===== config.mk =====
export PLATFORM = sky130hd
export DESIGN_NAME = gprc_gpio_top
export DESIGN_NICKNAME = d
export VERILOG_FILES = /design/src/hw/gprc_pkg.sv /design/src/hw/gprc_gpio_top.sv /design/src/hw/gprc_sync.sv
export SDC_FILE = /design/constraint.sdc
export NUM_CORES = 1
export LEC_CHECK = 0
export BUFFER_PORTS_ARGS = -buffer_cell sky130_fd_sc_hd__buf_4
export CORE_ASPECT_RATIO = 0.5
export CORE_UTILIZATION = 58
export DETAILED_ROUTE_END_ITERATION = 6
export GPL_TIMING_DRIVEN = 0
export PLACE_DENSITY = 0.91
export REMOVE_ABC_BUFFERS = 1
export SLEW_MARGIN = 10
export SYNTH_ARGS = -nofsm -noshare
export SYNTH_HDL_FRONTEND = slang
export SYNTH_HIERARCHICAL = 1
export SYNTH_SLANG_ARGS = --single-unit
export TNS_END_PERCENT = 30

===== constraint.sdc =====
create_clock -name hclk -period 4.17 [get_ports hclk]
set_clock_uncertainty 0.1 [all_clocks]
set_input_delay 0 -clock hclk [delete_from_list [all_inputs] [get_ports hclk]]
set_output_delay 0 -clock hclk [all_outputs]
set_load 0.05 [all_outputs]

===== src/hw/gprc_pkg.sv =====
// Purpose: shared constants and mode decode for the pin control block
// Assumes: 24 pins in three ports of eight, four mode bits per pin
// Notes:   register indices are word indices, byte address is index * 4
package gprc_pkg;
	// ---------------------------------------------------------------
	// sizes
	// ---------------------------------------------------------------
	localparam int NUM_PINS  = 24;
	localparam int NUM_PORTS = 3;
	localparam int PORT_PINS = 8;
	localparam int MODE_BITS = 4;
	localparam int CFG_HALF  = 16;
	localparam int ADDR_W    = 8;
	localparam int SYNC_W    = 2;

	// ---------------------------------------------------------------
	// register map: port in haddr[6:5], register in haddr[4:2]
	// ---------------------------------------------------------------
	localparam logic [1:0] PORT_GLOBAL = 2'h3;
	localparam logic [2:0] IDX_CFGL    = 3'h0;
	localparam logic [2:0] IDX_CFGH    = 3'h1;
	localparam logic [2:0] IDX_IN      = 3'h2;
	localparam logic [2:0] IDX_OUT     = 3'h3;
	localparam logic [2:0] IDX_SET     = 3'h4;
	localparam logic [2:0] IDX_CLR     = 3'h5;
	localparam logic [2:0] IDX_WAKE    = 3'h6;
	localparam logic [2:0] IDX_REGCTL  = 3'h0;
	localparam int         PORT_LSB    = 5;
	localparam int         IDX_LSB     = 2;
	localparam int         REGCTL_EN   = 0;
	localparam int         REGCTL_DS   = 1;

	// ---------------------------------------------------------------
	// reset values
	// ---------------------------------------------------------------
	localparam logic [3:0]  CFG_RST    = 4'h4;
	localparam logic [7:0]  OUT_RST    = 8'h00;
	localparam logic [7:0]  WAKE_RST   = 8'h00;
	localparam logic        REGCTL_RST = 1'b1;

	// ---------------------------------------------------------------
	// mode codes
	// ---------------------------------------------------------------
	typedef enum logic [3:0] {
		MODE_ANALOG   = 4'h0,
		MODE_OUT_PP   = 4'h1,
		MODE_IN_FLOAT = 4'h4,
		MODE_OUT_OD   = 4'h5,
		MODE_IN_PULL  = 4'h8,
		MODE_ALT_PP   = 4'h9,
		MODE_ALT_SCLK = 4'hB,
		MODE_ALT_OD   = 4'hD
	} gprc_mode_t;

	function automatic logic gprc_is_alt(input logic [3:0] c);
		return c == MODE_ALT_PP || c == MODE_ALT_OD || c == MODE_ALT_SCLK;
	endfunction : gprc_is_alt

	function automatic logic gprc_is_od(input logic [3:0] c);
		return c == MODE_OUT_OD || c == MODE_ALT_OD;
	endfunction : gprc_is_od

	function automatic logic gprc_is_drv(input logic [3:0] c);
		return c == MODE_OUT_PP || c == MODE_OUT_OD || gprc_is_alt(c);
	endfunction : gprc_is_drv
endpackage : gprc_pkg


===== src/hw/gprc_gpio_top.sv =====
// Purpose: pin mode control, output source selection and regulator enables
// Assumes: deep_sleep comes from logic on hclk; single-word AHB-Lite access
// Notes:   no wait states; unmapped addresses read zero, answer OKAY
// Behaviour
// - internal regulators off during deep sleep
// - pull external regulator pin low in sleep
// - 24 pins, each with its own mode
// - input reaches input register, peripherals in every mode but analog
// - wake gated by enable, interrupt by capability
// - analog mode forces digital input high
// - one output source per pin at once
// - output from data register or peripheral
// - input and analog modes disable driver
// - four-bit mode per pin, low/high registers
// - decode analog, float, pull; out bit picks
// - decode output and alternate output codes
// - alternate without peripheral drives zero
//
// Implementation choices: register access over AHB-Lite and the address map.
`timescale 1ns/10ps
`default_nettype none
module gprc_gpio_top
	import gprc_pkg::*;
#(
	parameter logic [NUM_PINS-1:0] ALT_PRESENT = 24'hFFFFFF,
	parameter logic [NUM_PINS-1:0] IRQ_CAPABLE = 24'hFFFFFF
) (
	input  wire logic                hclk,
	input  wire logic                hresetn,
	input  wire logic                hsel,
	input  wire logic [31:0]         haddr,
	input  wire logic [1:0]          htrans,
	input  wire logic                hwrite,
	input  wire logic [2:0]          hsize,
	input  wire logic [31:0]         hwdata,
	input  wire logic                hready,
	output var  logic                hreadyout,
	output var  logic                hresp,
	output var  logic [31:0]         hrdata,
	input  wire logic [NUM_PINS-1:0] pin_in,
	output var  logic [NUM_PINS-1:0] pin_out,
	output var  logic [NUM_PINS-1:0] pin_oe,
	output var  logic [NUM_PINS-1:0] pin_pull_en,
	output var  logic [NUM_PINS-1:0] pin_pull_up,
	output var  logic [NUM_PINS-1:0] pin_analog,
	input  wire logic [NUM_PINS-1:0] alt_out,
	output var  logic [NUM_PINS-1:0] alt_in,
	output var  logic [NUM_PINS-1:0] wake_in,
	output var  logic [NUM_PINS-1:0] irq_in,
	input  wire logic                deep_sleep,
	output var  logic                vreg_1v8_en,
	output var  logic                vreg_1v25_en,
	output var  logic                ext_reg_en_out,
	output var  logic                ext_reg_en_oe
);
	// ---------------------------------------------------------------
	// state
	// ---------------------------------------------------------------
	logic [NUM_PINS*MODE_BITS-1:0] cfg_ff, nxt_cfg;
	logic [NUM_PINS-1:0]           out_ff, nxt_out;
	logic [NUM_PINS-1:0]           wake_ff, nxt_wake;
	logic                          regctl_ff, nxt_regctl;
	logic [ADDR_W-1:0]             addr_ff;
	logic                          wr_ff;
	logic [NUM_PINS-1:0]           pin_out_ff, pin_oe_ff;
	logic [NUM_PINS-1:0]           pull_en_ff, pull_up_ff, analog_ff;
	logic                          vreg_ff, ext_oe_ff;
	logic [NUM_PINS-1:0]           sync_q, in_val;
	logic [NUM_PINS-1:0]           drv, alt, od, ana, pull, src;
	logic [31:0]                   rd_data;

	// ---------------------------------------------------------------
	// bus decode
	// ---------------------------------------------------------------
	wire        addr_phase = hsel && hready && htrans[1];
	wire [1:0]  sel_port   = addr_ff[PORT_LSB+1:PORT_LSB];
	wire [2:0]  sel_idx    = addr_ff[PORT_LSB-1:IDX_LSB];
	wire        glob_hit   = sel_port == PORT_GLOBAL && sel_idx == IDX_REGCTL;

	assign hreadyout = 1'b1;
	assign hresp     = 1'b0;

	always_ff @(posedge hclk or negedge hresetn) begin
		if (!hresetn) begin
			addr_ff <= '0;
			wr_ff   <= 1'b0;
		end else if (hready) begin
			addr_ff <= haddr[ADDR_W-1:0];
			wr_ff   <= addr_phase && hwrite;
		end
	end

	// ---------------------------------------------------------------
	// per-pin mode decode
	// ---------------------------------------------------------------
	always_comb begin
		for (int i = 0; i < NUM_PINS; i++) begin
			drv[i]  = gprc_is_drv(cfg_ff[i*MODE_BITS +: MODE_BITS]);
			alt[i]  = gprc_is_alt(cfg_ff[i*MODE_BITS +: MODE_BITS]);
			od[i]   = gprc_is_od(cfg_ff[i*MODE_BITS +: MODE_BITS]);
			ana[i]  = cfg_ff[i*MODE_BITS +: MODE_BITS] == MODE_ANALOG;
			pull[i] = cfg_ff[i*MODE_BITS +: MODE_BITS] == MODE_IN_PULL;
		end
	end

	// single mux: peripheral or data register, never both
	assign src = (alt & alt_out & ALT_PRESENT) | (~alt & out_ff);

	// ---------------------------------------------------------------
	// input path
	// ---------------------------------------------------------------
	gprc_sync #(
		.WIDTH (NUM_PINS)
	) u_sync (
		.hclk    (hclk),
		.hresetn (hresetn),
		.d       (pin_in),
		.q       (sync_q)
	);

	assign in_val  = sync_q | ana;
	assign alt_in  = in_val;
	assign wake_in = in_val & wake_ff;
	assign irq_in  = in_val & IRQ_CAPABLE;

	// ---------------------------------------------------------------
	// register writes
	// ---------------------------------------------------------------
	always_comb begin
		nxt_cfg    = cfg_ff;
		nxt_out    = out_ff;
		nxt_wake   = wake_ff;
		nxt_regctl = regctl_ff;
		for (int p = 0; p < NUM_PORTS; p++) begin
			if (wr_ff && sel_port == 2'(p)) begin
				case (sel_idx)
					IDX_CFGL: nxt_cfg[p*32 +: CFG_HALF] = hwdata[15:0];
					IDX_CFGH: nxt_cfg[p*32+CFG_HALF +: CFG_HALF] = hwdata[15:0];
					IDX_OUT:  nxt_out[p*8 +: 8] = hwdata[7:0];
					IDX_SET:  nxt_out[p*8 +: 8] = out_ff[p*8 +: 8] | hwdata[7:0];
					IDX_CLR:  nxt_out[p*8 +: 8] = out_ff[p*8 +: 8] & ~hwdata[7:0];
					IDX_WAKE: nxt_wake[p*8 +: 8] = hwdata[7:0];
					default:  nxt_out = nxt_out;
				endcase
			end
		end
		if (wr_ff && glob_hit) begin
			nxt_regctl = hwdata[REGCTL_EN];
		end
	end

	// ---------------------------------------------------------------
	// register reads
	// ---------------------------------------------------------------
	always_comb begin
		rd_data = 32'h00000000;
		for (int p = 0; p < NUM_PORTS; p++) begin
			if (sel_port == 2'(p)) begin
				case (sel_idx)
					IDX_CFGL: rd_data[15:0] = cfg_ff[p*32 +: CFG_HALF];
					IDX_CFGH: rd_data[15:0] = cfg_ff[p*32+CFG_HALF +: CFG_HALF];
					IDX_IN:   rd_data[7:0] = in_val[p*8 +: 8];
					IDX_OUT:  rd_data[7:0] = out_ff[p*8 +: 8];
					IDX_WAKE: rd_data[7:0] = wake_ff[p*8 +: 8];
					default:  rd_data = 32'h00000000;
				endcase
			end
		end
		if (glob_hit) begin
			rd_data[REGCTL_EN] = regctl_ff;
			rd_data[REGCTL_DS] = deep_sleep;
		end
	end

	assign hrdata = rd_data;

	// ---------------------------------------------------------------
	// storage and pin drivers
	// ---------------------------------------------------------------
	always_ff @(posedge hclk or negedge hresetn) begin
		if (!hresetn) begin
			cfg_ff    <= {NUM_PINS{CFG_RST}};
			out_ff    <= {NUM_PORTS{OUT_RST}};
			wake_ff   <= {NUM_PORTS{WAKE_RST}};
			regctl_ff <= REGCTL_RST;
		end else begin
			cfg_ff    <= nxt_cfg;
			out_ff    <= nxt_out;
			wake_ff   <= nxt_wake;
			regctl_ff <= nxt_regctl;
		end
	end

	// registered drivers cost a cycle but keep pads glitch free
	always_ff @(posedge hclk or negedge hresetn) begin
		if (!hresetn) begin
			pin_out_ff <= '0;
			pin_oe_ff  <= '0;
			pull_en_ff <= '0;
			pull_up_ff <= '0;
			analog_ff  <= '0;
			vreg_ff    <= 1'b0;
			ext_oe_ff  <= 1'b0;
		end else begin
			pin_out_ff <= src & drv & ~od;
			pin_oe_ff  <= drv & ~(od & src);
			pull_en_ff <= pull;
			pull_up_ff <= pull & out_ff;
			analog_ff  <= ana;
			vreg_ff    <= regctl_ff && !deep_sleep;
			ext_oe_ff  <= deep_sleep;
		end
	end

	assign pin_out        = pin_out_ff;
	assign pin_oe         = pin_oe_ff;
	assign pin_pull_en    = pull_en_ff;
	assign pin_pull_up    = pull_up_ff;
	assign pin_analog     = analog_ff;
	assign vreg_1v8_en    = vreg_ff;
	assign vreg_1v25_en   = vreg_ff;
	assign ext_reg_en_out = 1'b0;
	assign ext_reg_en_oe  = ext_oe_ff;

	// ---------------------------------------------------------------
	// checks
	// ---------------------------------------------------------------
	logic [1:0] age_ff;

	always_ff @(posedge hclk or negedge hresetn) begin
		if (!hresetn) begin
			age_ff <= 2'h0;
		end else if (age_ff != 2'h3) begin
			age_ff <= age_ff + 2'h1;
		end
	end
endmodule : gprc_gpio_top
`default_nettype wire


===== src/hw/gprc_sync.sv =====
// Purpose: two flip-flop synchroniser for pin levels
// Assumes: inputs are asynchronous to hclk
// Notes:   first stage feeds only the second stage
`timescale 1ns/10ps
`default_nettype none
module gprc_sync #(
	parameter int WIDTH = 24
) (
	input  wire logic             hclk,
	input  wire logic             hresetn,
	input  wire logic [WIDTH-1:0] d,
	output var  logic [WIDTH-1:0] q
);
	logic [WIDTH-1:0] meta_ff;
	logic [WIDTH-1:0] q_ff;

	always_ff @(posedge hclk or negedge hresetn) begin
		if (!hresetn) begin
			meta_ff <= '0;
			q_ff    <= '0;
		end else begin
			meta_ff <= d;
			q_ff    <= meta_ff;
		end
	end

	assign q = q_ff;
endmodule : gprc_sync
`default_nettype wire


==> flow_summary_export.csv <==
group,metric,value,unit
run_status,status,"complete, but fails checks",
run_status,violations,"design-rule violations, negative hold slack, negative setup slack",
cells_and_area,final_area,0.0185,mm^2
sta,final_max_slew_viol_count,0,
route,wirelength,45400,um
synthesis,synth_seq_cells,321,
route,vias,11900,
power_and_ir_drop,switching_power,3.89,mW
worst_hold_path,hold_class,"primary input to flip-flop",
power_and_ir_drop,seqPwrFrac,0.414,
floorplan,core,0.0242,mm^2
global_route,grt_start_max_net_pins,112,
synthesis,ys_warn_count,6,
critical_path,cp_slowest_cell,"dfrtp_1",
synthesis,synth-seq-area-share,0.559,
route,initialDrtViolationCount,1547,
placement,io_buffers,286,
flow_run,drv_cap,0,
clock_network,cts_sinks,321,
critical_path,worstPathCellList,"nor2b_1 -> o2111ai_1 -> a311oi_1 -> buf_4",
sta,slew_headroom,0.116,
floorplan,num_io_pins,353,
critical_path,cp_num_buf_inv,1,
synthesis,syn-cell-area,0.0144,mm^2
global_route,antenna_found_initial,0,
sta,finalHoldViolations,3,
synthesis,async_flop_share,1.00,
clock_network,cts_tree,"built",
power_and_ir_drop,p_leak,8.81,nW
sta,period_minus_slack,4.24,ns
critical_path,worstPathRequired,4.07,ns
critical_path,cp-start-kind,"flip-flop",
synthesis,synthFlopType,"dfrtp_1",
route,viasPerCell,6.33,
critical_path,cp_max_fo,31,
placement,placed_area,0.0165,mm^2
synthesis,synth_edf_count,0,
clock_network,cts_max_level,1,
critical_path,worstSetupEndpointType,"primary output",
floorplan,die_w,225,um
global_route,grt_pass1_vias,12000,
worst_hold_path,min-delay-start,"pin_in[2]",
sta,fin_hold_ws,-0.00269,ns
sta,post-route-period-util,1.02,
synthesis,synth.top_cell.area_share,0.514,
critical_path,reg2reg_from,"addr_ff[2]",
route,wl_per_cell,24.1,um
global_route,grt_pass1_wl,68900,um
clock_network,clk_pin_slew,0.07,ns
sta,worst_slack,-0.0689,ns
floorplan,die_area,0.0255,mm^2
placement,gp_congestion,0.937,
sta,rsz0062_at_grt,"false",
route,drc,24,
route,ant_nets,0,
power_and_ir_drop,switching_share,0.372,
cells_and_area,utilization,0.766,
cells_and_area,area_growth,28.4,%
route,firstDrtPassIters,7,
synthesis,synth.avg_cell_area,12.0,um^2
global_route,gr-total-overflow,0,
critical_path,cp_top_family,"flip-flops",
power_and_ir_drop,intPower,6.56,mW
clock_network,cts_setup_buffers,0,
cells_and_area,regMostFlops,"cfg_ff",
clock_network,cts_root_buf,"clkbuf_16",
power_and_ir_drop,power.density,564,mW/mm^2
sta,fmax,236,MHz
synthesis,synth_top_cell_by_area,"dfrtp_1",
placement,preCtsSetupSlack,0.556,ns
cells_and_area,drive_above_1_share,0.353,
clock_network,numCtsBuffers,28,
synthesis,ys_types,66,
clock_network,clock_path_buffers,3,
global_route,grt_usage,0.355,
synthesis,synthTopCellsByArea,"dfrtp_1, mux2_2, dfstp_2",
power_and_ir_drop,p_comb_frac,0.295,
floorplan,die_y,113,um
synthesis,synthCells,1204,
floorplan,row_count,40,
critical_path,arrival,4.14,ns
cells_and_area,largest_reg_flops,96,
power_and_ir_drop,peakVddDrop,343,uV
critical_path,crit_type,"flip-flop to primary output",
sta,worstMarginPinSlew,1.32,ns
sta,setup_viol,1,
power_and_ir_drop,clkPwrFrac,0.290,
cells_and_area,finalNetCount,1649,
floorplan,start_util,0.596,
placement,hpwlAfterDp,28600,um
critical_path,critPathLaunch,"addr_ff[3]",
power_and_ir_drop,power,10.4,mW
critical_path,critical-path-max-stage-delay,1.12,ns
clock_network,insertion_delay,0.57,ns
[timing repair]
item,CTS,global route
endpoints found under the hold margin,355,0
hold buffers,98,0
gates resized for setup,0,0
setup endpoints to repair,0,0
[layout by cell type (no fill, tap or decap), types with 25 or more instances in the layout]
cell and count:
and2_1 49, clkbuf_16 29, a22oi_1 42, inv_1 38, o21ai_0 67, nor2b_1 29
mux2_4 30, a21oi_1 60, and3_1 26, nor2_1 41, dfstp_2 25, dfrtp_1 293
buf_4 285, dlygate4sd3_1 98, nor3_1 27, mux2_2 103
[power by group through the flow]
stage	clock network, mW	registers (mW)	logic [mW]
6_report	3.03	4.33	3.09
4_1_cts	3.00	4.27	3.03
2_1_floorplan	0	4.76	1.40
3_5_place_dp	0	4.32	2.92
3_3_place_gp	0	4.27	2.83
5_1_grt	3.16	4.39	3.22
[path summary, 6_finish.rpt]
kind                                     end  slack, ns  cells after the start
max in group asynchronous         pin_oe[19]       2.13                      4
setup reg to reg                  cfg_ff[59]       0.25                      4
hold / removal             u_sync/meta_ff[2]     -0.003                      2
hold reg to reg                  u_sync/q[8]       0.25                      0
setup / recovery                   hrdata[1]      -0.07                      4
min in group asynchronous         pin_oe[18]       0.46                      4
[stage by stage]
| stage | setup TNS (ns) | std cells |
|---|---|---|
| CTS | 0 | 1884 |
| global placement | -17.87 | 1731 |
| finish | -0.0689 | 1885 |
| floorplan | -0.0869 | 1109 |
| detailed placement | 0 | 1734 |
| global route | 0 | 1884 |
[cell families after synthesis]
group | after synthesis | share of synthesized area
AOI/OAI and AO/OA | 254 | 0.115
other | 2 | 0.000521
muxes | 160 | 0.135
buffers and inverters | 151 | 0.0582
and+or+nand+nor | 316 | 0.132
DFF | 321 | 0.559
[cells in the mapped netlist (5+ instances only)]
library cell	count
dfrtp_1	296
mux2_2	103
o21ai_0	67
a21oi_1	60
buf_4	53
and2_1	49
a22oi_1	42
nor2_1	41
inv_1	38
clkbuf_1	34
mux2_4	30
nor2b_1	30
nor3_1	27
and3_1	26
dfstp_2	25
nor3b_1	24
nor4_1	24
or2_2	24
mux2i_1	22
nand2_1	21
buf_2	17
o21a_1	10
a211oi_1	9
nand2b_1	9
a22o_1	7
buf_6	7
nand3_1	7
nand3b_1	7
o22ai_1	7
a221oi_1	6
a32o_1	6
a32oi_1	5
mux4_2	5
[worst register-to-register path, delay by kind of cell, from the launching register on]
family	cells	cell delay [ns]
DFF	1	1.06
muxes	1	0.45
and+or+nand+nor	3	2.19
[layer usage]
metal,wire [um],GRT usage
met5,0,0
met1,16800,0.451
met2,21200,0.566
met3,4600,0.0845
met4,2750,0.205
[final cells by class]
cell class	count	area, um^2
Clock buffer	35	798
Inverter	39	146
Clock inverter	17	272
Fill cell	1391	5660
Antenna cell	1	2.50
Timing Repair Buffer	387	3220
Sequential cell	321	8070
Tap cell	336	420
Multi-Input combinational cell	749	5590
Power figures use the tool's default switching activity.
